## config.mk

```make
export PLATFORM = sky130hd
export DESIGN_NAME = mapc_card
export DESIGN_NICKNAME = d
export VERILOG_FILES = /design/src/rtl/mapc_pkg.sv /design/src/rtl/mapc_card.sv
export SDC_FILE = /design/constraint.sdc
export NUM_CORES = 1
export LEC_CHECK = 0
export ABC_AREA = 0
export BUFFER_PORTS_ARGS = -buffer_cell sky130_fd_sc_hd__buf_2
export CORE_UTILIZATION = 60
export CTS_CLUSTER_DIAMETER = 200
export DETAILED_ROUTE_END_ITERATION = 16
export PLACE_DENSITY = 0.82
export SLEW_MARGIN = 20
export SYNTH_ARGS = -nofsm -noshare
export SYNTH_HDL_FRONTEND = slang
export SYNTH_SLANG_ARGS = --single-unit
export TNS_END_PERCENT = 1
```

## constraint.sdc

```tcl
create_clock -name clk -period 3.3 [get_ports clk]
set_input_delay 0.66 -clock clk [delete_from_list [all_inputs] [get_ports clk]]
set_output_delay 0.66 -clock clk [all_outputs]
set_load 0.05 [all_outputs]
```

## src/rtl/mapc_pkg.sv

```systemverilog
/*
 * package of the multi-axis position card: address map, status layout,
 * reset values, watchdog timing, bus and encoder carriers.
 * assumes a single 125 MHz system clock.
 */
package mapc_pkg;

    // ************************************************************
    // clock and watchdog timing
    // ************************************************************
    localparam int CLK_MHZ     = 125;                // system clock rate
    localparam int WD_TIME_US  = 20000;              // nominal read timeout
    localparam int WD_CYCLES   = WD_TIME_US * CLK_MHZ; // timeout in cycles
    localparam int WD_CNT_W    = 25;                 // covers the 150 ms end

    // ************************************************************
    // address map: [4:3] axis, [2:1] function, [0] must be zero
    // ************************************************************
    localparam int ADDR_W      = 5;
    localparam int AXIS_HI     = 4;
    localparam int AXIS_LO     = 3;
    localparam int FUNC_HI     = 2;
    localparam int FUNC_LO     = 1;
    localparam logic [1:0] FN_STATUS = 2'h0;         // status byte
    localparam logic [1:0] FN_ACTUAL = 2'h1;         // position counter
    localparam logic [1:0] FN_SETVAL = 2'h2;         // speed set value
    localparam logic [1:0] FN_MEASURE = 2'h3;        // captured position

    // ************************************************************
    // status byte fields
    // ************************************************************
    localparam int ST_REF_ACTIVE = 0;                // write only
    localparam int ST_REF_HIT    = 1;
    localparam int ST_TRIGGER    = 2;                // write only
    localparam int ST_MEAS_RDY   = 3;
    localparam int ST_MALFUNC    = 4;
    localparam int ST_BREAK_A    = 5;
    localparam int ST_BREAK_B    = 6;
    localparam int ST_WD_FIRED   = 7;

    // ************************************************************
    // reset values and data sizes
    // ************************************************************
    localparam int DATA_W        = 16;
    localparam logic [15:0] POS_RST  = 16'h0000;
    localparam logic [15:0] SETP_RST = 16'h0000;
    localparam logic [15:0] MEAS_RST = 16'h0000;

    // ************************************************************
    // types
    // ************************************************************
    typedef enum logic [1:0] {
        MAPC_WD_ARMED = 2'b01,                       // reads arriving in time
        MAPC_WD_FIRED = 2'b10                        // timeout seen
    } mapc_wd_t;

    typedef struct packed {
        logic              rd;                       // read strobe
        logic              wr;                       // write strobe
        logic [ADDR_W-1:0] addr;                     // word address bits
        logic [15:0]       wdata;                    // write data
    } mapc_bus_t;

    typedef struct packed {
        logic a;                                     // encoder_track_a
        logic b;                                     // encoder_track_b
        logic z;                                     // encoder_zero_mark
        logic fault;                                 // encoder malfunction
        logic brk_a;                                 // line break on track a
        logic brk_b;                                 // line break on track b
    } mapc_enc_t;

endpackage

```

## src/rtl/mapc_card.sv

```systemverilog
/*
 * multi-axis position card: quadrature counters, speed set values,
 * touch-probe capture, status bytes and the read watchdog.
 * assumes a host on the plain register port, inputs synchronous to
 * nothing (they are synchronised here) and one 125 MHz clock.
 */
`timescale 1ns/1ns

// Summary of operation
// - slave only, never starts bus transfers
// - two or four identical axis channels
// - quadrature tracks give count direction
// - sixteen bit counter wraps, no carry
// - tracks up to 1 MHz counted
// - reading actual value leaves counter unchanged
// - zero mark clears counter during search
// - reset clears every position counter
// - host writes sixteen bit speed set value
// - set value drives converter as signed code
// - reset clears every speed set value
// - probe edge captures all axes together
// - software trigger captures all axes together
// - status shows malfunction, breaks, watchdog
// - host must read within watchdog timeout
// - watchdog clears set values, sets status
// - watchdog indication latching or following
// - lamp on until watchdog fires
// - address selects axis and function
// - watchdog flag sits in status bit seven
// - actual read re-arms non-latching watchdog
module mapc_card #(
    parameter int NUM_AXES       = 4,                 // 2 or 4 channels
    parameter int WD_TIMEOUT_CYC = mapc_pkg::WD_CYCLES // read timeout
) (
    // clock and reset
    input  wire logic                     clk,
    input  wire logic                     srst,
    // register port
    input  wire mapc_pkg::mapc_bus_t      bus,
    output logic [15:0]                   rdata,
    output logic                          bus_rdy,
    // encoders and touch probe
    input  wire mapc_pkg::mapc_enc_t [NUM_AXES-1:0] enc,
    input  wire logic                     probe,
    input  wire logic                     probe_rise_sel,
    // watchdog straps
    input  wire logic                     wd_clear_en,
    input  wire logic                     wd_latch_en,
    // converter codes and lamp
    output logic [NUM_AXES-1:0][15:0]     dac_code,
    output logic                          watchdog_ok_lamp
);

    // ************************************************************
    // helper functions
    // ************************************************************
    // returns {up, count}; a leading b counts up
    function automatic logic [1:0] quad_step(input logic pa, input logic pb,
                                             input logic a, input logic b);
        logic cnt;
        cnt = (a ^ pa) ^ (b ^ pb);
        quad_step = {~(pa ^ b), cnt};
    endfunction

    // true when an access hits function fn of axis ax
    function automatic logic hit(input mapc_pkg::mapc_bus_t q, input int ax,
                                 input logic [1:0] fn);
        hit = (q.addr[0] == 1'b0)
            && (int'(q.addr[mapc_pkg::AXIS_HI:mapc_pkg::AXIS_LO]) == ax)
            && (q.addr[mapc_pkg::FUNC_HI:mapc_pkg::FUNC_LO] == fn);
    endfunction

    // ************************************************************
    // input synchronisers
    // ************************************************************
    mapc_pkg::mapc_enc_t [NUM_AXES-1:0] enc_s1;       // first stage only
    mapc_pkg::mapc_enc_t [NUM_AXES-1:0] enc_s2;       // stable copy
    mapc_pkg::mapc_enc_t [NUM_AXES-1:0] enc_s3;       // previous stable
    logic [2:0]                         probe_s;      // probe pipeline

    // two flops per input, a third one for edges
    always_ff @(posedge clk) begin
        enc_s1  <= enc;
        enc_s2  <= enc_s1;
        enc_s3  <= enc_s2;
        probe_s <= {probe_s[1:0], probe};
    end

    // ************************************************************
    // decode of the register port
    // ************************************************************
    logic                probe_edge;                  // selected probe edge
    logic                sw_trig;                     // software trigger
    logic                act_read;                    // any actual read
    logic                st_write;                    // any status write
    logic [NUM_AXES-1:0][1:0] step;                   // {up, count}

    // the card only answers strobes, never drives them
    always_comb begin
        probe_edge = probe_rise_sel ? (probe_s[1] & ~probe_s[2])
                                    : (~probe_s[1] & probe_s[2]);
        sw_trig  = 1'b0;
        act_read = 1'b0;
        st_write = 1'b0;
        for (int i = 0; i < NUM_AXES; i++) begin
            // direction from phase relation
            step[i] = quad_step(enc_s3[i].a, enc_s3[i].b,
                                enc_s2[i].a, enc_s2[i].b);
            // axis and function from address bits
            if (bus.rd && hit(bus, i, mapc_pkg::FN_ACTUAL)) begin
                act_read = 1'b1;
            end
            if (bus.wr && hit(bus, i, mapc_pkg::FN_STATUS)) begin
                st_write = 1'b1;
                if (bus.wdata[mapc_pkg::ST_TRIGGER]) begin
                    sw_trig = 1'b1;
                end
            end
        end
    end

    // ************************************************************
    // watchdog
    // ************************************************************
    mapc_pkg::mapc_wd_t            wd_state, next_wd_state;
    logic [mapc_pkg::WD_CNT_W-1:0] wd_cnt, next_wd_cnt;  // cycles since read
    logic                          wd_fired;             // indication
    logic                          wd_expired;           // count at limit

    assign wd_expired = (wd_cnt == mapc_pkg::WD_CNT_W'(WD_TIMEOUT_CYC));
    assign wd_fired   = (wd_state == mapc_pkg::MAPC_WD_FIRED);

    // latching holds until a status write; otherwise it follows reads
    always_comb begin
        next_wd_cnt   = wd_cnt;
        next_wd_state = wd_state;
        // an actual read within the timeout keeps the card alive
        if (act_read) begin
            next_wd_cnt = '0;
        end else if (!wd_expired) begin
            next_wd_cnt = wd_cnt + 1'b1;
        end
        case (wd_state)
            mapc_pkg::MAPC_WD_ARMED: begin
                if (wd_expired && !act_read) begin
                    next_wd_state = mapc_pkg::MAPC_WD_FIRED;
                end
            end
            mapc_pkg::MAPC_WD_FIRED: begin
                // release path depends on the strap
                if (wd_latch_en) begin
                    if (st_write) begin
                        next_wd_state = mapc_pkg::MAPC_WD_ARMED;
                        next_wd_cnt   = '0;
                    end
                end else if (act_read) begin
                    next_wd_state = mapc_pkg::MAPC_WD_ARMED;
                end
            end
            default: begin
                next_wd_state = mapc_pkg::MAPC_WD_FIRED;
            end
        endcase
    end

    // watchdog registers
    always_ff @(posedge clk) begin
        if (srst) begin
            wd_state <= mapc_pkg::MAPC_WD_ARMED;
            wd_cnt   <= '0;
        end else begin
            wd_state <= next_wd_state;
            wd_cnt   <= next_wd_cnt;
        end
    end

    // ************************************************************
    // per-axis state
    // ************************************************************
    logic [NUM_AXES-1:0][15:0] pos, next_pos;         // position_counter
    logic [NUM_AXES-1:0][15:0] setp, next_setp;       // speed set value
    logic [NUM_AXES-1:0][15:0] meas, next_meas;       // measuring value
    logic [NUM_AXES-1:0]       ref_act, next_ref_act; // search running
    logic [NUM_AXES-1:0]       ref_hit, next_ref_hit; // zero mark found
    logic [NUM_AXES-1:0]       m_rdy, next_m_rdy;     // capture waiting
    logic                      capture;               // latch all axes

    // probe and software trigger share one strobe
    assign capture = probe_edge | sw_trig;

    // counter, set value, capture and flags of every axis
    always_comb begin
        for (int i = 0; i < NUM_AXES; i++) begin
            next_pos[i]     = pos[i];
            next_setp[i]    = setp[i];
            next_meas[i]    = meas[i];
            next_ref_act[i] = ref_act[i];
            next_ref_hit[i] = ref_hit[i];
            next_m_rdy[i]   = m_rdy[i];
            // plain 16 bit arithmetic wraps, no carry kept
            if (step[i][0]) begin
                next_pos[i] = step[i][1] ? pos[i] + 16'h0001
                                         : pos[i] - 16'h0001;
            end
            // status write starts or stops the search
            if (bus.wr && hit(bus, i, mapc_pkg::FN_STATUS)) begin
                next_ref_act[i] = bus.wdata[mapc_pkg::ST_REF_ACTIVE];
                if (bus.wdata[mapc_pkg::ST_REF_ACTIVE]) begin
                    next_ref_hit[i] = 1'b0;
                end
            end
            // zero mark clears during a reference search
            // placed after the write so a mark seen in the same cycle
            // as a restart still sets the reached flag
            if (ref_act[i] && enc_s2[i].z && !enc_s3[i].z) begin
                next_pos[i]     = mapc_pkg::POS_RST;
                next_ref_act[i] = 1'b0;
                next_ref_hit[i] = 1'b1;
            end
            // host owns the set value
            if (bus.wr && hit(bus, i, mapc_pkg::FN_SETVAL)) begin
                next_setp[i] = bus.wdata;
            end
            // host may preset the measuring register
            if (bus.wr && hit(bus, i, mapc_pkg::FN_MEASURE)) begin
                next_meas[i] = bus.wdata;
            end
            // reading a capture consumes it; a new capture wins
            if (bus.rd && hit(bus, i, mapc_pkg::FN_MEASURE)) begin
                next_m_rdy[i] = 1'b0;
            end
            if (capture) begin
                next_meas[i]  = pos[i];
                next_m_rdy[i] = 1'b1;
            end
            // fired watchdog holds set values at zero
            if (wd_fired && wd_clear_en) begin
                next_setp[i] = mapc_pkg::SETP_RST;
            end
        end
    end

    // axis registers; reset clears counters and set values
    always_ff @(posedge clk) begin
        if (srst) begin
            for (int i = 0; i < NUM_AXES; i++) begin
                pos[i]  <= mapc_pkg::POS_RST;
                setp[i] <= mapc_pkg::SETP_RST;
                meas[i] <= mapc_pkg::MEAS_RST;
            end
            ref_act <= '0;
            ref_hit <= '0;
            m_rdy   <= '0;
        end else begin
            pos     <= next_pos;
            setp    <= next_setp;
            meas    <= next_meas;
            ref_act <= next_ref_act;
            ref_hit <= next_ref_hit;
            m_rdy   <= next_m_rdy;
        end
    end

    // ************************************************************
    // read data and ready
    // ************************************************************
    logic [15:0] next_rdata;                          // mux result

    // reads have no side effect on the counter
    always_comb begin
        next_rdata = 16'h0000;
        for (int i = 0; i < NUM_AXES; i++) begin
            if (bus.rd && hit(bus, i, mapc_pkg::FN_STATUS)) begin
                // trigger and search bits read as zero
                next_rdata[mapc_pkg::ST_REF_HIT]  = ref_hit[i];
                next_rdata[mapc_pkg::ST_MEAS_RDY] = m_rdy[i];
                next_rdata[mapc_pkg::ST_MALFUNC]  = enc_s2[i].fault;
                next_rdata[mapc_pkg::ST_BREAK_A]  = enc_s2[i].brk_a;
                next_rdata[mapc_pkg::ST_BREAK_B]  = enc_s2[i].brk_b;
                next_rdata[mapc_pkg::ST_WD_FIRED] = wd_fired;
            end
            if (bus.rd && hit(bus, i, mapc_pkg::FN_ACTUAL)) begin
                next_rdata = pos[i];
            end
            if (bus.rd && hit(bus, i, mapc_pkg::FN_SETVAL)) begin
                next_rdata = setp[i];
            end
            if (bus.rd && hit(bus, i, mapc_pkg::FN_MEASURE)) begin
                next_rdata = meas[i];
            end
        end
    end

    // data and ready one cycle after the strobe
    always_ff @(posedge clk) begin
        if (srst) begin
            rdata   <= 16'h0000;
            bus_rdy <= 1'b0;
        end else begin
            rdata   <= next_rdata;
            bus_rdy <= bus.rd | bus.wr;
        end
    end

    // signed code straight to converter lamp
    assign dac_code         = setp;
    assign watchdog_ok_lamp = ~wd_fired;
endmodule

```

==> results by group <==
Synth
  – Mapped Cells: 1,830
  – Mapped Area: roughly 16,000 µm²
  – Net Count, Synth: 1,945
  – Adder-cell share of the synthesized area: 0.0519
  – Top cells by area, synth: dfxtp_1, nand2_1, a21oi_1
  – XOR/XNOR Fraction of Synth Area: 0.0395
  – Flops & latches, synth: approximately 310
  – Post-synth cell types: slightly below 80
  – Synth top area share: 0.401
  – Multiplexer area fraction after synthesis: 0.0910
  – Register area share after synthesis: 0.401
  – Post-Syn Area per Cell: ~8.5 µm²
  – Main combinational cell family by area after synthesis: compound AO/OA/AOI/OAI gates
  – Compound-cell area share of the yosys netlist: 0.198
  – Async set or reset register ratio after synthesis: 0
  – Synth warn: 0
  – Simple-gate share of the synthesized area: 0.180
  – Ys flop type: dfxtp_1
  – Post-synth EDFFs: 0
  – Largest area contributor in the netlist: dfxtp_1

Timing
  – Fmax: between 300 and 400 MHz
  – Hold WS: around 230 ps
  – Worst slew pin tran: 1160 ps
  – RSZ-0062 raised after global routing: no
  – Hold Violations, Final: 0
  – Final worst slack: approximately 530 ps
  – Final TNS setup: 0 ps
  – Slew margin rel.: 0.226
  – Final Cycle Share: 0.839
  – Period minus WS final: 2770 ps
  – Slew Viols, Final: 0
  – Setup Skew: between 20 and 25 ps
  – Final Setup Violations: 0

Global routing
  – Gr ovfl total: 0
  – Tot GR Track Use: 0.357
  – Initial antenna violation count: 0
  – Largest net degree at the start of global routing: 91
  – Vias in the first global route: approximately 14,000
  – First-pass GRT wire length: roughly 74 mm

Die
  – DIE HEIGHT: 163 µm
  – Core area: approximately 25,000 µm²
  – DIE WIDTH: 163 µm
  – Initial Util: 0.615
  – Std cell rows: between 50 and 60
  – Die Area: ~27,000 µm²
  – Ports: roughly 140

Worst setup path
  – CP Capture Type: flip-flop
  – Worst R2R Path Depth: 10
  – Critical R2R Capture: pos[62]
  – Max incr delay on CP: 420 ps
  – Reg2reg start: enc_s2[22]
  – WP data required: between 3000 and 4000 ps
  – R2r setup slk: roughly 530 ps
  – Worst EP arrival: between 3000 and 4000 ps
  – Kind of critical path: reg2reg
  – Element type at the critical path start: flip-flop
  – Crit-path cells: xor2_1 -> buf_4 -> fa_1 -> a211oi_1 -> nor2_1 -> o41ai_1 -> a21oi_1 -> nand3_1 -> mux2_2 -> o22ai_1
  – Max Fanout on Critical Path: 12
  – CP max-delay cell: fa_1

Clock tree
  – TritonCTS clock tree: built
  – Post-cts sizing count: 0
  – CTS Root Cell: clkbuf_16
  – Clk sinks: between 300 and 400
  – Worst-path clk slew: around 60 ps
  – Clock latency on the worst-skew pair: 530 ps
  – Clock Tree Buf Depth: 3
  – H-tree levels: 2
  – Postcts setup bufs: 0
  – TritonCTS buffer count: 34
  – Hold Buf Count CTS: 0

Power and ir drop
  – Switching share of power: 0.312
  – Pint: 7.54 mW
  – P_sw: roughly 3.4 mW
  – Total leakage power: about 7 nW
  – Logic pwr share: 0.231
  – Clock power frac: 0.362
  – PwrDens: between 600 and 700 nW/µm²
  – Max VDD drop: about 0.53 mV
  – Reg power frac: 0.407

Final layout
  – Register area: ~6200 µm²
  – Antenna Cells: 0
  – Fraction of layout instances using a drive strength above 1: 0.150
  – Commonest non-fill, non-tap cell in the layout: dfxtp_1
  – Final nets: around 2,000
  – Area Overhead vs Synth: 13.5%
  – Multi-input logic area: about 8700 µm²
  – Most frequent cells in the layout: dfxtp_1, nand2_1, a21oi_1
  – # fillers: between 1,500 and 2,000

Place
  – Gp weighted congestion: between 1 and 1.5
  – Port Buffers: between 100 and 150
  – Place WS: roughly 550 ps
  – Hpwl dp: 32.5 mm

Min path
  – Cell count of the worst hold path: 1
  – Min-delay src: enc[12]
  – Hold Path Class: in2reg
  – End point of the worst hold path: enc_s1[12]

Drt
  – Mean number of vias per cell: between 6 and 7
  – Detail Route Antenna Nets: 0
  – DR pass1 iterations: 7
  – DR DRC count: 0
  – WL/cell: ~21 µm
  – 1st-iter DRT viols: between 1,500 and 2,000
  – Via count: roughly 15,000
  – DRT Wirelength: around 48 mm

Job
  – Max-cap violations: 0

Outcome
  – Outcome: finished, final reports clean
-- cells by family (layout without fill, tap and decap cells) --
family | count (synthesis) | count (layout)
AO/OA/AOI/OAI | 485 | 485
XOR/XNOR | 70 | 70
adder cells (fa/ha/maj) | 62 | 62
buffers and inverters | 138 | 255
flip-flops | 311 | 311
multiplexers | 125 | 125
AND/OR/NAND/NOR | 639 | 639
-- per-stage QoR --
step / total power, mW / cell area (µm²) / std cells / util
after floorplan: 6.34 / 15500 / 1830 / -
final: 11.0 / 17600 / 2277 / 0.698
after CTS: 10.9 / 17600 / 2277 / 0.698
after detailed placement: 6.97 / 16500 / 2217 / 0.651
after global routing: 11.4 / 17600 / 2277 / 0.698
after global placement: 6.88 / 16500 / 2217 / 0.651
-- critical path: cells and delay by family, from the launching register on --
family                   cells  cell delay (ps)
buffers and inverters        1              190
AO/OA/AOI/OAI                4             1010
AND/OR/NAND/NOR              2              260
adder cells (fa/ha/maj)      1              420
flip-flops                   1              320
multiplexers                 1              330
XOR/XNOR                     1              170
-- flip-flops by register name (all words and copies together) (netlist names) --
register  count
bus_rdy       1
wd_state      2
probe_s       3
rdata        16
enc_s2       24
enc_s3       12
enc_s1       24
dac_code     64
wd_cnt       25
pos          64
m_rdy         4
meas         64
ref_hit       4
ref_act       4
-- cell usage after synthesis, types with 4 or more instances --
master      n
dfxtp_1   311
nand2_1   282
a21oi_1   183
nor2_1    179
mux2i_1    86
a211oi_1   84
clkbuf_1   70
o21ai_0    63
ha_1       58
nand3_1    45
xnor2_1    45
nor3_1     37
buf_2      32
mux2_2     29
o21a_1     27
xor2_1     25
a22oi_1    20
o22ai_1    20
inv_1      18
a31oi_1    13
a21o_1     12
nor2b_1    12
and2_1     11
mux4_2     10
nand4_1    10
and3_1      9
nand2b_1    9
or3_1       9
o21bai_1    8
buf_4       7
o221ai_1    7
buf_1       6
o211ai_1    6
o31ai_1     6
a22o_1      5
a311oi_1    5
nand3b_1    5
fa_1        4
nor4_1      4
-- metal layers --
| layer | track usage | routed length (µm) | vias to the layer above |
|---|---|---|---|
| li1 | - | - | 6693 |
| met1 | 0.473 | 19200 | 6907 |
| met2 | 0.552 | 20800 | 847 |
| met3 | 0.0677 | 5010 | 158 |
| met4 | 0.187 | 2630 | 0 |
| met5 | 0 | 0 | - |
-- cell type report --
cell class | count | area share
clock buffer | 52 | 0.0608
clock inverter | 8 | 0.00582
inverter | 20 | 0.00426
multi-input combinational | 1381 | 0.495
sequential | 311 | 0.353
tap | 330 | 0.0234
timing repair buffer | 175 | 0.0578
-- power by group through the flow --
stage	Clock [mW]	Combinational, mW	Sequential (mW)
after global routing	4.15	2.80	4.48
after floorplan	0	1.94	4.40
final	3.97	2.53	4.46
after global placement	0	2.39	4.49
after detailed placement	0	2.46	4.51
after CTS	4.00	2.49	4.43
-- worst max-delay path by stage --
| stage | slack [ps] | startpoint | endpoint |
|---|---|---|---|
| global placement | 620 | bus[18] | meas[7] |
| detailed placement | 550 | enc_s2[22] | pos[62] |
| floorplan | 380 | enc_s2[22] | pos[62] |
| finish | 530 | enc_s2[22] | pos[62] |
| CTS | 530 | enc_s2[22] | pos[62] |
| global route | 290 | enc_s2[22] | pos[62] |
No activity file was read; power rests on OpenSTA's default activity.
